==> src/ufa_consts.vh <==
// constants for the serial port with framing check and address matching
// Notes on behaviour
// - modes 1, 2, 3 are full-duplex asynchronous; mode 0 is the synchronous shifter.
// - transmitter and receiver run independently, each from its own rate divisor except in mode 2, where both use the fixed divisor.
// - stop-bit checking works in modes 1-3 only while frame_check_enable is one.
// - a stop bit sampled low sets framing_error_flag when checking is on.
// - framing_error_flag stays set until software writes it zero or reset; good frames keep it.
// - with checking on, receive_done_flag rises at stop bit, not last data bit.
// - given address compares only bits whose slave_address_mask bit is one.
// - broadcast is address OR mask; its zero bits match either received value.
// - reset clears address and mask, so every address is accepted.
`ifndef UFA_CONSTS_VH
`define UFA_CONSTS_VH

// register indices, byte address is four times the index
`define UFA_IDX_CTRL   8'h10
`define UFA_IDX_DATA   8'h11
`define UFA_IDX_POWER  8'h12
`define UFA_IDX_TXDIV  8'h13
`define UFA_IDX_RXDIV  8'h14
`define UFA_IDX_ISTAT  8'h15
`define UFA_IDX_IMASK  8'h16
`define UFA_IDX_SLVADR 8'hA9
`define UFA_IDX_SLVMSK 8'hB9

// serial_control_reg field positions
`define UFA_C_RXDONE   0
`define UFA_C_TI       1
`define UFA_C_RB8      2
`define UFA_C_TB8      3
`define UFA_C_REN      4
`define UFA_C_MPE      5
`define UFA_C_MODE_LO  6
`define UFA_C_MODE_HI  7
`define UFA_C_FERR     8

// power_control_reg field position
`define UFA_P_FCE      6

// interrupt status and mask bits
`define UFA_EV_TX      0
`define UFA_EV_RX      1
`define UFA_EV_FERR    2
`define UFA_EV_W       3

// operating modes
`define UFA_MODE_SYNC  2'h0
`define UFA_MODE_A8    2'h1
`define UFA_MODE_A9F   2'h2
`define UFA_MODE_A9V   2'h3

// reset values
`define UFA_RST8       8'h00
`define UFA_RST_EV     3'h0
`define UFA_RST_DIV    16'h0035
`define UFA_FIXED_DIV  16'h0001

// sixteen rate ticks per bit, sampled in the middle
`define UFA_OS_MID     4'h7
`define UFA_OS_LAST    4'hF

// frame lengths in bits
`define UFA_LEN_SYNC   4'h8
`define UFA_LEN_A8     4'hA
`define UFA_LEN_A9     4'hB
`define UFA_NDATA8     4'h8
`define UFA_NDATA9     4'h9

`endif

==> src/ufa_rate_gen.v <==
// rate divider giving a one-cycle tick every divisor plus one clocks
`timescale 1ns/10ps
`default_nettype none
module ufa_rate_gen #(
	parameter W = 16
) (
	input  wire         ref_clk_i,
	input  wire         sys_rst_i,
	input  wire         run_i,
	input  wire [W-1:0] divisor_i,
	output reg          tick_o
);
	reg [W-1:0] cnt;

	// count down while running, restart aligned when stopped
	always @(posedge ref_clk_i) begin
		if (sys_rst_i || !run_i) begin
			cnt    <= {W{1'b0}};
			tick_o <= 1'b0;
		end else if (cnt == {W{1'b0}}) begin
			cnt    <= divisor_i;
			tick_o <= 1'b1;
		end else begin
			cnt    <= cnt - {{(W-1){1'b0}}, 1'b1};
			tick_o <= 1'b0;
		end
	end
endmodule
`default_nettype wire

==> src/ufa_serial_port.v <==
// serial port with framing check, address matching and avalon-mm registers
//
// The Avalon-MM interface to the registers was left to the implementer.
`timescale 1ns/10ps
`default_nettype none
`include "ufa_consts.vh"
module ufa_serial_port #(
	parameter DIV_W     = 16,
	parameter FIXED_DIV = `UFA_FIXED_DIV
) (
	input  wire        ref_clk_i,
	input  wire        sys_rst_i,
	input  wire [7:0]  avs_address_i,
	input  wire        avs_read_i,
	input  wire        avs_write_i,
	input  wire [31:0] avs_writedata_i,
	output reg  [31:0] avs_readdata_o,
	output reg         avs_waitrequest_o,
	input  wire        serial_in_i,
	output reg         serial_out_o,
	output reg         shift_clk_o,
	output reg         irq_o
);
	localparam R_IDLE  = 4'h1;
	localparam R_START = 4'h2;
	localparam R_DATA  = 4'h4;
	localparam R_STOP  = 4'h8;
	localparam T_IDLE  = 2'h1;
	localparam T_SEND  = 2'h2;

	// software visible state
	reg [1:0]       mode;
	reg             mpe;
	reg             ren;
	reg             tb8;
	reg             rb8;
	reg             ti;
	reg             rx_flag;
	reg             err_flag;
	reg             fce;
	reg [7:0]       rx_buf;
	reg [7:0]       slv_adr;
	reg [7:0]       slv_msk;
	reg [DIV_W-1:0] tx_div;
	reg [DIV_W-1:0] rx_div;
	reg [2:0]       istat;
	reg [2:0]       imask;

	// engine state
	reg [3:0]       rx_state;
	reg [3:0]       rx_os;
	reg [3:0]       rx_cnt;
	reg [8:0]       rx_shift;
	reg [1:0]       tx_state;
	reg [3:0]       tx_os;
	reg [3:0]       tx_cnt;
	reg [3:0]       tx_len;
	reg [10:0]      tx_shift;
	reg [31:0]      next_readdata;

	wire            rx_tick;
	wire            tx_tick;

	// bus handshake: a request is taken at the edge where waitrequest is low
	wire wr_go = avs_write_i && !avs_waitrequest_o;
	wire wr_ctrl  = wr_go && (avs_address_i == `UFA_IDX_CTRL);
	wire wr_data  = wr_go && (avs_address_i == `UFA_IDX_DATA);
	wire wr_power = wr_go && (avs_address_i == `UFA_IDX_POWER);
	wire wr_txdiv = wr_go && (avs_address_i == `UFA_IDX_TXDIV);
	wire wr_rxdiv = wr_go && (avs_address_i == `UFA_IDX_RXDIV);
	wire wr_istat = wr_go && (avs_address_i == `UFA_IDX_ISTAT);
	wire wr_imask = wr_go && (avs_address_i == `UFA_IDX_IMASK);
	wire wr_slvadr = wr_go && (avs_address_i == `UFA_IDX_SLVADR);
	wire wr_slvmsk = wr_go && (avs_address_i == `UFA_IDX_SLVMSK);

	// nine-bit frames in modes 2 and 3, fixed rate in mode 2
	wire nine = mode[1];
	wire [DIV_W-1:0] tx_rate = (mode == `UFA_MODE_A9F) ?
		FIXED_DIV[DIV_W-1:0] : tx_div;
	wire [DIV_W-1:0] rx_rate = (mode == `UFA_MODE_A9F) ?
		FIXED_DIV[DIV_W-1:0] : rx_div;

	// separate dividers so both directions keep their own rate
	ufa_rate_gen #(.W(DIV_W)) u_tx_rate (
		.ref_clk_i (ref_clk_i),
		.sys_rst_i (sys_rst_i),
		.run_i     (tx_state == T_SEND),
		.divisor_i (tx_rate),
		.tick_o    (tx_tick)
	);
	ufa_rate_gen #(.W(DIV_W)) u_rx_rate (
		.ref_clk_i (ref_clk_i),
		.sys_rst_i (sys_rst_i),
		.run_i     (rx_state != R_IDLE),
		.divisor_i (rx_rate),
		.tick_o    (rx_tick)
	);

	// receive sampling points and frame capture
	wire rx_sample = rx_tick && (rx_os == `UFA_OS_MID);
	wire [3:0] n_data = nine ? `UFA_NDATA9 : `UFA_NDATA8;
	wire last_data = (rx_cnt == n_data - 4'h1);
	wire early_pt = rx_sample && (rx_state == R_DATA) && last_data && !fce;
	wire stop_pt  = rx_sample && (rx_state == R_STOP);
	wire deliver  = early_pt || (stop_pt && fce);
	wire [8:0] cap = early_pt ? {serial_in_i, rx_shift[8:1]} : rx_shift;
	wire [7:0] cap_byte = nine ? cap[7:0] : cap[8:1];
	wire cap_ninth = nine & cap[8];

	// address matching on given and broadcast address
	wire given_hit = (((cap_byte ^ slv_adr) & slv_msk) == `UFA_RST8);
	wire bcast_hit = ((~cap_byte & (slv_adr | slv_msk)) == `UFA_RST8);
	wire accept = !(mpe && nine) ||
		(cap_ninth && (given_hit || bcast_hit));
	wire rx_done_ev = deliver && accept;
	wire err_ev = stop_pt && fce && !serial_in_i;
	wire tx_done_ev = (tx_state == T_SEND) && tx_tick &&
		(tx_os == `UFA_OS_LAST) && (tx_cnt == tx_len - 4'h1);

	// receiver: start, data, stop, one-hot
	always @(posedge ref_clk_i) begin
		if (sys_rst_i) begin
			rx_state <= R_IDLE;
			rx_os    <= 4'h0;
			rx_cnt   <= 4'h0;
			rx_shift <= 9'h000;
		end else begin
			if (rx_state == R_IDLE)
				rx_os <= 4'h0;
			else if (rx_tick)
				rx_os <= rx_os + 4'h1;
			case (rx_state)
			R_IDLE: begin
				if (ren && mode != `UFA_MODE_SYNC && !serial_in_i)
					rx_state <= R_START;
			end
			R_START: begin
				if (rx_sample) begin
					rx_cnt   <= 4'h0;
					rx_state <= serial_in_i ? R_IDLE : R_DATA;
				end
			end
			R_DATA: begin
				if (rx_sample) begin
					rx_shift <= {serial_in_i, rx_shift[8:1]};
					rx_cnt   <= rx_cnt + 4'h1;
					if (last_data)
						rx_state <= R_STOP;
				end
			end
			R_STOP: begin
				if (rx_sample)
					rx_state <= R_IDLE;
			end
			default: rx_state <= R_IDLE;
			endcase
		end
	end

	// transmitter: frame shifter, runs on its own divider
	always @(posedge ref_clk_i) begin
		if (sys_rst_i) begin
			tx_state     <= T_IDLE;
			tx_os        <= 4'h0;
			tx_cnt       <= 4'h0;
			tx_len       <= `UFA_LEN_A8;
			tx_shift     <= 11'h7FF;
			serial_out_o <= 1'b1;
			shift_clk_o  <= 1'b1;
		end else begin
			case (tx_state)
			T_IDLE: begin
				shift_clk_o <= 1'b1;
				if (wr_data) begin
					tx_state <= T_SEND;
					tx_os    <= 4'h0;
					tx_cnt   <= 4'h0;
					if (mode == `UFA_MODE_SYNC) begin
						tx_len       <= `UFA_LEN_SYNC;
						tx_shift     <= {3'h7, avs_writedata_i[7:0]};
						serial_out_o <= avs_writedata_i[0];
					end else if (nine) begin
						tx_len       <= `UFA_LEN_A9;
						tx_shift     <= {1'b1, tb8,
							avs_writedata_i[7:0], 1'b0};
						serial_out_o <= 1'b0;
					end else begin
						tx_len       <= `UFA_LEN_A8;
						tx_shift     <= {2'h3, avs_writedata_i[7:0], 1'b0};
						serial_out_o <= 1'b0;
					end
				end
			end
			T_SEND: begin
				// in mode 0 the shift clock is low for the first half bit
				shift_clk_o <= (mode == `UFA_MODE_SYNC) ? tx_os[3] : 1'b1;
				if (tx_tick) begin
					tx_os <= tx_os + 4'h1;
					if (tx_os == `UFA_OS_LAST) begin
						tx_cnt       <= tx_cnt + 4'h1;
						tx_shift     <= {1'b1, tx_shift[10:1]};
						serial_out_o <= tx_shift[1];
						if (tx_done_ev) begin
							tx_state     <= T_IDLE;
							serial_out_o <= 1'b1;
						end
					end
				end
			end
			default: tx_state <= T_IDLE;
			endcase
		end
	end

	// control, address and rate registers
	always @(posedge ref_clk_i) begin
		if (sys_rst_i) begin
			mode   <= `UFA_MODE_SYNC;
			mpe    <= 1'b0;
			ren    <= 1'b0;
			tb8    <= 1'b0;
			fce    <= 1'b0;
			slv_adr <= `UFA_RST8;
			slv_msk <= `UFA_RST8;
			tx_div <= `UFA_RST_DIV;
			rx_div <= `UFA_RST_DIV;
			imask  <= `UFA_RST_EV;
		end else begin
			if (wr_ctrl) begin
				mode <= avs_writedata_i[`UFA_C_MODE_HI:`UFA_C_MODE_LO];
				mpe  <= avs_writedata_i[`UFA_C_MPE];
				ren  <= avs_writedata_i[`UFA_C_REN];
				tb8  <= avs_writedata_i[`UFA_C_TB8];
			end
			if (wr_power)
				fce <= avs_writedata_i[`UFA_P_FCE];
			if (wr_slvadr)
				slv_adr <= avs_writedata_i[7:0];
			if (wr_slvmsk)
				slv_msk <= avs_writedata_i[7:0];
			if (wr_txdiv)
				tx_div <= avs_writedata_i[DIV_W-1:0];
			if (wr_rxdiv)
				rx_div <= avs_writedata_i[DIV_W-1:0];
			if (wr_imask)
				imask <= avs_writedata_i[`UFA_EV_W-1:0];
		end
	end

	// flags: hardware set wins over a software clear in the same cycle
	always @(posedge ref_clk_i) begin
		if (sys_rst_i) begin
			rx_flag  <= 1'b0;
			ti       <= 1'b0;
			err_flag <= 1'b0;
			rb8    <= 1'b0;
			rx_buf <= `UFA_RST8;
			istat  <= `UFA_RST_EV;
		end else begin
			if (rx_done_ev) begin
				rx_flag <= 1'b1;
				rx_buf <= cap_byte;
				rb8    <= cap_ninth;
			end else if (wr_ctrl) begin
				rx_flag <= avs_writedata_i[`UFA_C_RXDONE];
			end
			if (tx_done_ev)
				ti <= 1'b1;
			else if (wr_ctrl)
				ti <= avs_writedata_i[`UFA_C_TI];
			// a write of zero clears, later good frames never do
			if (err_ev)
				err_flag <= 1'b1;
			else if (wr_ctrl)
				err_flag <= err_flag & avs_writedata_i[`UFA_C_FERR];
			istat[`UFA_EV_TX] <= tx_done_ev ||
				(istat[`UFA_EV_TX] &
				!(wr_istat && avs_writedata_i[`UFA_EV_TX]));
			istat[`UFA_EV_RX] <= rx_done_ev ||
				(istat[`UFA_EV_RX] &
				!(wr_istat && avs_writedata_i[`UFA_EV_RX]));
			istat[`UFA_EV_FERR] <= err_ev ||
				(istat[`UFA_EV_FERR] &
				!(wr_istat && avs_writedata_i[`UFA_EV_FERR]));
		end
	end

	// level interrupt from unmasked sticky status
	always @(posedge ref_clk_i) begin
		if (sys_rst_i)
			irq_o <= 1'b0;
		else
			irq_o <= |(istat & imask);
	end

	// read data decode, unmapped indices read as zero
	always @* begin
		next_readdata = 32'h0000_0000;
		if (avs_address_i == `UFA_IDX_CTRL)
			next_readdata[`UFA_C_FERR:0] = {err_flag, mode, mpe,
				ren, tb8, rb8, ti, rx_flag};
		else if (avs_address_i == `UFA_IDX_DATA)
			next_readdata[7:0] = rx_buf;
		else if (avs_address_i == `UFA_IDX_POWER)
			next_readdata[`UFA_P_FCE] = fce;
		else if (avs_address_i == `UFA_IDX_TXDIV)
			next_readdata[DIV_W-1:0] = tx_div;
		else if (avs_address_i == `UFA_IDX_RXDIV)
			next_readdata[DIV_W-1:0] = rx_div;
		else if (avs_address_i == `UFA_IDX_ISTAT)
			next_readdata[`UFA_EV_W-1:0] = istat;
		else if (avs_address_i == `UFA_IDX_IMASK)
			next_readdata[`UFA_EV_W-1:0] = imask;
		else if (avs_address_i == `UFA_IDX_SLVADR)
			next_readdata[7:0] = slv_adr;
		else if (avs_address_i == `UFA_IDX_SLVMSK)
			next_readdata[7:0] = slv_msk;
	end

	// one wait cycle per access: data latched at the same edge that waitrequest drops
	always @(posedge ref_clk_i) begin
		if (sys_rst_i) begin
			avs_waitrequest_o <= 1'b1;
			avs_readdata_o    <= 32'h0000_0000;
		end else if (!avs_waitrequest_o) begin
			avs_waitrequest_o <= 1'b1;
		end else if (avs_read_i || avs_write_i) begin
			avs_waitrequest_o <= 1'b0;
			if (avs_read_i)
				avs_readdata_o <= next_readdata;
		end
	end
endmodule
`default_nettype wire

==> config.mk <==
export PLATFORM = sky130hd
export DESIGN_NAME = ufa_serial_port
export DESIGN_NICKNAME = d
export VERILOG_FILES = /design/src/ufa_rate_gen.v /design/src/ufa_serial_port.v
export VERILOG_INCLUDE_DIRS = /design/src
export SDC_FILE = /design/constraint.sdc
export NUM_CORES = 1
export LEC_CHECK = 0
export BUFFER_PORTS_ARGS = -buffer_cell sky130_fd_sc_hd__buf_2
export CORE_MARGIN = 2
export CORE_UTILIZATION = 60
export DETAILED_ROUTE_END_ITERATION = 12
export PLACE_DENSITY = 0.82
export SYNTH_ARGS = -nofsm -noshare
export SYNTH_HDL_FRONTEND = slang
export SYNTH_SLANG_ARGS = --single-unit
export TNS_END_PERCENT = 20
==> constraint.sdc <==
create_clock -name ref_clk_i -period 5.95 [get_ports ref_clk_i]
set_input_delay 0.595 -clock ref_clk_i [delete_from_list [all_inputs] [get_ports ref_clk_i]]
set_output_delay 0.595 -clock ref_clk_i [all_outputs]
set_load 0.03 [all_outputs]
# Word-level counts from Yosys, hierarchy flattened
# Index checks and enable logic that the tools add are counted.
dict set report classes {
  addsub 8
  eq_ne 30
  mux 76
  bitwise_logic 12
  reduce_logical 68
}
# op count
set ops {}
lappend ops {{$mux W8} 14}
lappend ops {{$mux W16} 5}
lappend ops {{$eq A8 B5 Y1 const B} 7}
lappend ops {{$mux W4} 11}
lappend ops {{$mux W11} 3}
lappend ops {{$logic_not A16 Y1} 2}
lappend ops {{$sub A16 B1 Y16 const B} 2}
lappend ops {{$logic_and A1 B1 Y1} 28}
lappend ops {{$mux W9} 3}
lappend ops {{$pmux W4 S2} 3}
lappend ops {{$pmux W11 S2} 1}
lappend ops {{$mux W10} 2}
lappend ops {{$mux W1} 18}
lappend ops {{$add A4 B1 Y4 const B} 4}
lappend ops {{$and A8 B8 Y8} 2}
lappend ops {{$eq A8 B8 Y1 const B} 2}
lappend ops {{$logic_not A8 Y1} 2}
lappend ops {{$ne A2 B2 Y1 const B} 8}
lappend ops {{$pmux W4 S4} 1}
lappend ops {{$reduce_bool A2 Y1} 6}
lappend ops {{$mux W2} 5}
lappend ops {{$mux W5} 2}
lappend ops {{$logic_not A1 Y1} 9}
lappend ops {{$logic_or A1 B1 Y1} 9}
lappend ops {{other kinds (28)} 45}
dict set report word_totals {
  ff_bits 172
  output_inout_bits 36
  word_cells 228
}

# Longest topological paths before layout
# Gate-level depths: netlist of run 1.
dict set report logic_depth {
  word_depth 17
  mapped_depth 13
}

# Modules after synthesis
# From an unflattened synthesis of run 1, not the netlist that was laid out.
dict set report hier_totals {
  cells_unflattened 1063
  area_unflattened_um2 8680.8
}
# module n_inst cells_each area_per_inst_um2 seq_area_each_um2
set modules_own_cells {}
lappend modules_own_cells {ufa_serial_port 1 856 6781.5 2682.6}
lappend modules_own_cells {{ufa_rate_gen (u_rx_rate)} 1 104 978.4 340.3}
lappend modules_own_cells {{ufa_rate_gen (u_tx_rate)} 1 103 920.9 340.3}

# Worst setup path after synthesis of run 1
# OpenSTA, ideal clock, no wires.
dict set report synth_timing {
  kind {input port to flip-flop}
  startpoint {in avs_address_i[5]}
  endpoint {reg rx_div[1]}
  setup_ns 0.071
  arrival_ns 2.944
  path_slack_ns 2.936
  stages 9
  n_path_buf 2
  path_cell_list {or3b_1 -> or2_2 -> nor3b_1 -> nor2b_1 -> and2_1 -> clkbuf_1 -> clkbuf_1 -> nand2_1 -> a21oi_1}
}
dict set report synth_between {
  elab_chain_len 2
}
# element line
set synth_lines {}
lappend synth_lines {{start: declaration} ufa_serial_port.v:13} ;# input wire [7:0] avs_address_i,
lappend synth_lines {{$eq A8 B5 Y1 (no source line)} n/a}
lappend synth_lines {{$logic_and A1 B1 Y1} ufa_serial_port.v:70} ;# wire wr_rxdiv = wr_go && (avs_address_i == `UFA_IDX_RXDIV);
lappend synth_lines {{end signal: assignment} ufa_serial_port.v:226} ;# rx_div <= `UFA_RST_DIV;
lappend synth_lines {{end signal: assignment} ufa_serial_port.v:244} ;# rx_div <= avs_writedata_i[DIV_W-1:0];
lappend synth_lines {{end: declaration} ufa_serial_port.v:45} ;# reg [DIV_W-1:0] rx_div;
# No other way between the ends.
# A chain may end at the register's enable or synchronous reset.

# Worst setup path after layout of run 1
dict set report layout_timing {
  startpoint {reg rx_state[2]}
  endpoint {reg rx_buf[5]}
}
dict set report layout_between {
  elab_chain_len 13
  elab_cells_between_ends 21
}
# element line
set layout_lines {}
lappend layout_lines {{start: declaration} ufa_serial_port.v:50} ;# reg [3:0] rx_state;
lappend layout_lines {{start signal: assignment} ufa_serial_port.v:140} ;# rx_state <= serial_in_i ? R_IDLE : R_DATA;
lappend layout_lines {{$eq A4 B3 Y1} ufa_serial_port.v:103} ;# wire early_pt = rx_sample && (rx_state == R_DATA) && last_data && !fce;
lappend layout_lines {{$logic_and A1 B1 Y1 (3 in a row)} ufa_serial_port.v:103}
lappend layout_lines {{$mux W9} ufa_serial_port.v:106} ;# wire [8:0] cap = early_pt ? {serial_in_i, rx_shift[8:1]} : rx_shift;
lappend layout_lines {{$mux W8} ufa_serial_port.v:107} ;# wire [7:0] cap_byte = nine ? cap[7:0] : cap[8:1];
lappend layout_lines {{$xor A8 B8 Y8 or $not A8 Y8 (tied branches)} {ufa_serial_port.v:111, ufa_serial_port.v:112}}
lappend layout_lines {{$and A8 B8 Y8, on equally long branches} {ufa_serial_port.v:111, ufa_serial_port.v:112}}
lappend layout_lines {{$logic_not A8 Y1 (no source line)} n/a}
lappend layout_lines {{$logic_or A1 B1 Y1} ufa_serial_port.v:114} ;# (cap_ninth && (given_hit || bcast_hit));
lappend layout_lines {{$logic_and A1 B1 Y1} ufa_serial_port.v:114}
lappend layout_lines {{$logic_or A1 B1 Y1} ufa_serial_port.v:113} ;# wire accept = !(mpe && nine) ||
lappend layout_lines {{$logic_and A1 B1 Y1} ufa_serial_port.v:115} ;# wire rx_done_ev = deliver && accept;
lappend layout_lines {{end signal: assignment} ufa_serial_port.v:257} ;# rx_buf <= `UFA_RST8;
lappend layout_lines {{end signal: assignment} ufa_serial_port.v:262} ;# rx_buf <= cap_byte;
lappend layout_lines {{end: declaration} ufa_serial_port.v:41} ;# reg [7:0] rx_buf;
# Parallel ways exist; a longest one is shown, timed or not.

==> out/summary.txt, run 1 <==
Outcome -> complete, no violations
Commonest non-fill, non-tap cells in the layout -> nand2_1, dfxtp_1, nor2_1, a21oi_1, buf_2
Worst-Skew Late Latency -> 430 ps
Post-CTS sizing -> 0
Setup violators final -> 0
Worst hold path class -> in -> reg
Post-Synth XOR/XNOR Area -> 3.18%
Sw frac -> 23.8%
Worst slew pin tran -> 1150 ps
Via count of the first global-routing pass -> 7056
Clock period minus worst slack -> 3610 ps
Distinct cells, synth -> 64
Setup TNS -> 0 ps
Synthesized cell area -> 0.00854 mm2
Die area -> 0.0152 mm2
Layout cells sized above 1 -> 10.0%
Root Driver -> clkbuf_16
Internal Power -> 1.74 mW
Largest net degree at the start of global routing -> 92
Final Skew -> 6.83 ps
Pre-CTS WS -> 2260 ps
Top FF cell, synth -> dfxtp_1
Seq/Total Area, Yosys -> 39.4%
Number of diodes -> 0
Total core area -> 0.0139 mm2
Syn Area/Cell -> 7.94 um2
CTS Buf Count -> 17
Post-DP HPWL -> 15.5 mm
Multi-input logic area -> 0.00475 mm2
CTS tree -> done
Antenna violations before repair -> 1
Simple-Gate Fraction of Synth Area -> 24.0%
Leading cell type in the layout, fill and taps excluded -> nand2_1
Worst Path Buf+Inv -> 1
Wire length on met1 -> 9.93 mm
WL final -> 22.9 mm
# Post-CTS Setup Buffers -> 0
Post-synthesis compound-gate area fraction -> 20.1%
Port-buffer cells -> 48
Cell row count -> 43
CP peak stage delay -> 560 ps
Required time of the critical path -> 6260 ps
Main combinational cell family by area after synthesis -> simple AND/OR/NAND/NOR gates
Grt ovf -> 0
Psw -> 0.545 mW
GRT Total Usage -> 30.6%
Post-synth EDFFs -> 0
Max clock buf depth -> 2
Initial Util -> 61.6%
Final Hold Slack -> 386 ps
PwrDens -> 247 mW/mm2
Clock share of power -> 46.1%
CP Capture Type -> flip-flop
Drt drc -> 0
Sequential share of power -> 49.5%
DR vias/cell -> 6.29
Unrepaired setup endpoints after global routing -> no
Drt wl/cell -> 18.0 um
Final Max Tran Viols -> 0
Comb power frac -> 4.4%
DR pass1 iterations -> 6
Synth Warn # -> 0
Fin crit share -> 60.7%
# fillers -> 1154
Sequential cell area -> 0.00336 mm2
Gpl congestion -> 0.957
Hold_buf cts -> 0
Routed length on met2 -> 10.1 mm
H-tree depth -> 4
Met3 wire length -> 2.24 mm
Achievable Freq -> 0.277 GHz
Top Metal Used -> met4
Final antenna-violating net count -> 0
Worst path cell trace -> nor4b_4 -> nand2_1 -> o41ai_2 -> o21ai_0 -> or4_1 -> a2111oi_2 -> a31oi_1 -> buf_4 -> mux2i_1
Dpl cell area -> 0.00873 mm2
Final hold violations -> 0
Fin area -> 0.00928 mm2
# nets final -> 1133
Max-Cap Viols -> 0
Relative slew margins -> 22.3%
Pleak -> 3.56 nW
#FFs+latches synth -> 168
Multiplexer share of the synthesized area -> 5.95%
Worst EP arrival -> 3920 ps
Synth Instances -> 1076
Min setup slack post-route -> 2340 ps
Die Wd -> 123 um
I/O pins -> 81
Max FO, Critical Path -> 12
Sink Count -> 168
Post-synthesis adder-cell area fraction -> 1.61%
Type of the worst setup path -> reg -> reg
Crit path max-delay cell type -> o41ai_2
Startpoint types -> flip-flop
Layout area overhead -> 8.62%
Clk pin slew, worst setup/hold paths -> 60 ps
Peak supply drop -> 0.256 mV
Starting DRC count in detailed routing -> 951
Async SR Flop Fraction -> 0%
Die H -> 123 um
Global-route wire length before repair -> 36.2 mm
Crit-path leading delay family -> simple AND/OR/NAND/NOR gates
Via count -> 7982
power groups by stage:
stage | combinational [mW] | clock, mW | sequential [mW]
after floorplan | 0.0631 | 0 | 1.17
after global placement | 0.0975 | 0 | 1.16
after detailed placement | 0.0978 | 0 | 1.16
after CTS | 0.0987 | 1.06 | 1.13
after global routing | 0.108 | 1.10 | 1.13
final | 0.101 | 1.06 | 1.13
final timing paths:
path                startpoint  cells after the start           endpoint  slack, ps
min reg2reg  avs_waitrequest_o                      1  avs_waitrequest_o        450
max reg2reg        rx_state[2]                      9          rx_buf[5]       2340
max                rx_state[2]                      9          rx_buf[5]       2340
min                avs_write_i                      2  avs_waitrequest_o        390
metrics by stage:
step | total power [mW] | utilization (%) | cells
floorplan | 1.23 | - | 1091
global placement | 1.25 | 62.9 | 1238
detailed placement | 1.25 | 62.9 | 1238
CTS | 2.29 | 66.9 | 1270
global route | 2.34 | 66.9 | 1270
finish | 2.29 | 66.9 | 1270
sequential cells by signal, summed over array words and instances (netlist names), 2 cells and up:
| signal | flops |
|---|---|
| rx_div | 16 |
| avs_readdata_o | 16 |
| tx_div | 16 |
| rx_shift | 9 |
| u_tx_rate.cnt | 16 |
| rx_cnt | 4 |
| imask | 3 |
| tx_len | 2 |
| rx_os | 4 |
| slv_adr | 8 |
| istat | 3 |
| rx_buf | 8 |
| tx_shift | 9 |
| u_rx_rate.cnt | 16 |
| slv_msk | 8 |
| tx_os | 4 |
| tx_cnt | 4 |
| rx_state | 4 |
| mode | 2 |
| tx_state | 2 |
synth_stat cells, types with 3 or more instances:
master / number / share of area (%)
a22oi_1: 35 / 3.1
or4_1: 7 / 0.62
o22ai_1: 16 / 1.2
nor2b_1: 5 / 0.37
ha_1: 11 / 1.6
mux2_2: 6 / 0.79
mux2i_1: 44 / 5.2
a31oi_1: 9 / 0.66
xnor2_1: 13 / 1.3
nand3b_1: 5 / 0.44
a21boi_0: 3 / 0.26
o211ai_1: 15 / 1.3
buf_4: 17 / 1.5
o311ai_0: 3 / 0.31
and2_1: 3 / 0.22
or2_2: 6 / 0.44
and4b_1: 3 / 0.35
a21oi_1: 88 / 5.2
a211oi_1: 3 / 0.26
a2111oi_0: 4 / 0.41
a222oi_1: 6 / 0.70
o21ai_0: 32 / 1.9
nand2_1: 185 / 8.1
a221oi_1: 8 / 0.82
nor4b_1: 4 / 0.41
nor4_1: 12 / 0.88
nand2b_1: 6 / 0.44
nor3_1: 31 / 1.8
nand4_1: 9 / 0.66
or3_1: 5 / 0.37
o22a_1: 7 / 0.72
inv_1: 19 / 0.83
buf_2: 4 / 0.23
dfxtp_1: 168 / 39
o31ai_1: 4 / 0.35
xor2_1: 18 / 1.8
a22o_1: 10 / 1.0
nor2_1: 124 / 5.4
nor3b_1: 6 / 0.53
clkbuf_1: 66 / 2.9
nand3_1: 26 / 1.5
final cells by class:
type                    count  area share (%)
clock buffers              23            4.93
repair buffers             58            3.42
well taps                 180            2.43
multi-input cells         813            51.2
flip-flops and latches    168            36.2
inverters                  19           0.768
clock inverters             9            1.02
per-layer routing:
metal  global-route usage [%]  vias up
li1                         -     3806
met2                     46.1      402
met4                     11.2        0
met5                        0        -
met3                     8.44       51
met1                     41.8     3723
cell families after synthesis:
family                     count (synthesis)
and+or+nand+nor                          447
AOI/OAI and AO/OA                        258
DFF                                      168
buffers and inverters                    110
muxes                                     50
xor gates and xnor gates                  31
adders and majority gates                 11
other                                      1
worst register-to-register path: cells and delay by family, from the launching register on:
family          cells  cell delay (ps)
compound gates      4             1170
buf+inv             1              230
flops               1              520
mux                 1              140
simple gates        3             1420
(Power assumes the default switching activity.)
==> run 2, diff against run 1 <==
Settings changed: ABC_AREA set to 1, CORE_UTILIZATION 60 to 54, PLACE_DENSITY 0.82 to 0.78.
Clock period 5.95 ns to 3.1 ns, I/O delays scaled along.
==> run 2 against run 1 <==
Via count up 0.25%. Wire length down 5.6%. Cell count up 15%. Total power rose to 2.8 times the previous value. Setup slack worse by 1900 ps. Synthesized cell count up 11%. First-iteration DRC count down 34%. Clock skew up 3.5 ps. Sequential share of layout area down 0.51 points. Sequential power up 120%. Worst hold slack worse by 300 ps. Largest cell class unchanged. Largest power group unchanged. Highest routed layer unchanged.
==> out/summary.txt, run 2 <==
Outcome -> complete, no violations (unchanged)
I/O pins -> 81 (unchanged)
R2R depth -> 20 (was 9)
CP peak stage delay -> 370 ps (was 560 ps)
Final hold violations -> 0 (unchanged)
Root Driver -> clkbuf_16 (unchanged)
Max clock buf depth -> 2 (unchanged)
Critical path depth -> 20 (was 9)
Top FF cell, synth -> dfxtp_1 (unchanged)
Synth Instances -> 1199 (was 1076)
Area leader, netlist -> dfxtp_1 (unchanged)
Seq/Total Area, Yosys -> 39.8% (was 39.4%)
Port-buffer cells -> 48 (unchanged)
WL final -> 21.6 mm (was 22.9 mm)
Min setup slack post-route -> 411 ps (was 2340 ps)
Drt wl/cell -> 14.8 um (was 18.0 um)
Unrepaired setup endpoints after global routing -> no (unchanged)
Final Max Tran Viols -> 0 (unchanged)
Pre-CTS WS -> 361 ps (was 2260 ps)
Commonest non-fill, non-tap cells in the layout -> nand2_1, dfxtp_1, a21oi_1, inv_1, nor2_1 (was nand2_1, dfxtp_1, nor2_1, a21oi_1, buf_2)
Die H -> 129 um (was 123 um)
# nets final -> 1289 (was 1133)
Ranking of synthesized cells by area -> dfxtp_1, nand2_1, a21oi_1, o21ai_0, inv_1 (was dfxtp_1, nand2_1, nor2_1, a21oi_1, mux2i_1)
Worst Path Buf+Inv -> 1 (unchanged)
Setup violators final -> 0 (unchanged)
Met3 wire length -> 1.25 mm (was 2.24 mm)
Final antenna-violating net count -> 0 (unchanged)
Type of the worst setup path -> reg -> reg (unchanged)
Top Metal Used -> met4 (unchanged)
DR vias/cell -> 5.50 (was 6.29)
Clock period minus worst slack -> 2690 ps (was 3610 ps)
Die Wd -> 129 um (was 123 um)
Starting DRC count in detailed routing -> 627 (was 951)
Gpl congestion -> 0.970 (was 0.957)
Total power -> 6.51 mW (was 2.29 mW)
Pleak -> 3.95 nW (was 3.56 nW)
CTS tree -> done (unchanged)
Via count -> 8002 (was 7982)
Setup TNS -> 0 ps (unchanged)
Initial Util -> 55.4% (was 61.6%)
Largest net degree at the start of global routing -> 65 (was 92)
Relative slew margins -> 45.8% (was 22.3%)
Crit path from -> rx_os[1] (was rx_state[2])
CTS Buf Count -> 17 (unchanged)
#FFs+latches synth -> 168 (unchanged)
Required time of the critical path -> 3470 ps (was 6260 ps)
Max FO, Critical Path -> 19 (was 12)
Peak supply drop -> 0.452 mV (was 0.256 mV)
Max-Cap Viols -> 0 (unchanged)
Worst path cell trace -> ha_1 -> nand2_2 -> nor2_4 -> nand2_4 -> nor2_4 -> buf_12 -> nand3_2 -> nand3_1 -> nand2_1 -> o21ai_1 -> o21ai_0 -> nor2_1 -> nand2_1 -> nand2_1 -> nand2_1 -> nand2_2 -> nand2_4 -> nand2_1 -> nand2_1 -> nor2_1 (was nor4b_4 -> nand2_1 -> o41ai_2 -> o21ai_0 -> or4_1 -> a2111oi_2 -> a31oi_1 -> buf_4 -> mux2i_1)
Cell row count -> 45 (was 43)
Most frequent CP cell -> nand2_1
Hold path depth -> 2 (unchanged)
Most frequent cell after synthesis -> nand2_1 (unchanged)
Worst-Skew Late Latency -> 440 ps (was 430 ps)
Top cell type's share of synthesized area -> 39.8% (was 39.4%)
Leading cell type in the layout, fill and taps excluded -> nand2_1 (unchanged)
Distinct cells, synth -> 47 (was 64)
Routed length on met2 -> 9.66 mm (was 10.1 mm)
Final Hold Slack -> 82.2 ps (was 386 ps)
Crit path max-delay cell type -> dfxtp_1 (was o41ai_2)
Worst slew pin tran -> 814 ps (was 1150 ps)
Final Skew -> 10.3 ps (was 6.83 ps)
Total core area -> 0.0153 mm2 (was 0.0139 mm2)
DR pass1 iterations -> 6 (unchanged)
Wire length on met1 -> 9.98 mm (was 9.93 mm)
Post-DP HPWL -> 15.4 mm (was 15.5 mm)
Hold Path Origin -> avs_read_i (was avs_write_i)
CP Capture Type -> flip-flop (unchanged)
H-tree depth -> 4 (unchanged)
Synthesized cell area -> 0.00845 mm2 (was 0.00854 mm2)
Grt ovf -> 0 (unchanged)
Achievable Freq -> 0.372 GHz (was 0.277 GHz)
Startpoint types -> flip-flop (unchanged)
GRT Total Usage -> 26.6% (was 30.6%)
Number of diodes -> 0 (unchanged)
Via count of the first global-routing pass -> 7130 (was 7056)
Top cells by count, synth -> nand2_1, dfxtp_1, a21oi_1 (was nand2_1, dfxtp_1, nor2_1)
Launch point of the worst reg-to-reg path -> rx_os[1] (was rx_state[2])
Async SR Flop Fraction -> 0% (unchanged)
Sink Count -> 168 (unchanged)
Clk pin slew, worst setup/hold paths -> 70 ps (was 60 ps)
PwrDens -> 691 mW/mm2 (was 247 mW/mm2)
Layout area overhead -> 11.4% (was 8.62%)
Crit-path leading delay family -> simple AND/OR/NAND/NOR gates (unchanged)
Post-synth EDFFs -> 0 (unchanged)
Worst hold path class -> in -> reg (unchanged)
Hold_buf cts -> 0 (unchanged)
Worst EP arrival -> 3060 ps (was 3920 ps)
Drt drc -> 0 (unchanged)
Layout cells sized above 1 -> 11.2% (was 10.0%)
Die area -> 0.0167 mm2 (was 0.0152 mm2)
Synth Warn # -> 0 (unchanged)
Fin crit share -> 86.7% (was 60.7%)
Syn Area/Cell -> 7.05 um2 (was 7.94 um2)
Antenna violations before repair -> 0 (was 1)
Global-route wire length before repair -> 35.2 mm (was 36.2 mm)
run 2: cell count changes after synthesis, moves of 9 or more:
cell	change
a22o_1	-10
nand3_1	+44
o21ai_0	+71
mux2i_1	-43
nor2_1	-14
nand2_1	+55
clkbuf_1	-32
o22ai_1	-11
a21oi_1	+47
inv_1	+106
nand3_2	+12
o221ai_1	+9
a22oi_1	-35
nand2_2	+13
run 2: cell families (layout without fill, tap and decap cells):
family / after synthesis / after routing / synth area share (%)
adder cells (fa/ha/maj): 11 / 11 / 1.63
AO/OA/AOI/OAI: 298 / 298 / 19.4
flip-flops: 168 / 168 / 39.8
XOR/XNOR: 23 / 23 / 2.38
multiplexers: 1 / 1 / 0.118
AND/OR/NAND/NOR: 501 / 501 / 26.8
buffers and inverters: 196 / 227 / 9.89
other: 1 / 16 / 0.0444
run 2: cell type report:
cell class / count / area [um2]
Clock buffer: 19 / 443
Clock inverter: 12 / 166
Fill cell: 1397 / 5840
Inverter: 133 / 502
Multi-Input combinational cell: 850 / 4310
Sequential cell: 168 / 3360
Tap cell: 211 / 264
Timing Repair Buffer: 63 / 365
run 2: final timing paths:
check	endpoint	slack (ps)
setup reg to reg	rx_buf[7]	410
hold / removal	avs_waitrequest_o	80
hold reg to reg	u_tx_rate.cnt[0]	450
setup / recovery	rx_buf[7]	410
run 2: metrics by stage:
stage,cells,area [um2],utilization (%)
after floorplan,1214,8500,-
after global placement,1424,8780,57.5
after detailed placement,1424,8780,57.5
after CTS,1455,9390,61.5
after global routing,1456,9410,61.7
final,1456,9410,61.7
run 2: power by group:
group	switching [mW]	leakage (nW)	total, mW	internal [mW]
logic	1.19	2.31	1.80	0.612
clock network	0.916	0.285	2.21	1.30
registers	0.138	1.36	2.49	2.36
total	2.24	3.95	6.51	4.27
run 2: layer usage:
metal  up-vias  track usage [%]
li1       4013                -
met4         0             12.0
met1      3660             36.6
met2       271             40.8
met3        58             5.08
met5         -                0
run 2: timing repair:
action,in CTS,in global routing
gates resized for setup,0,1
endpoints found under the setup margin,0,4
setup buffers,0,1
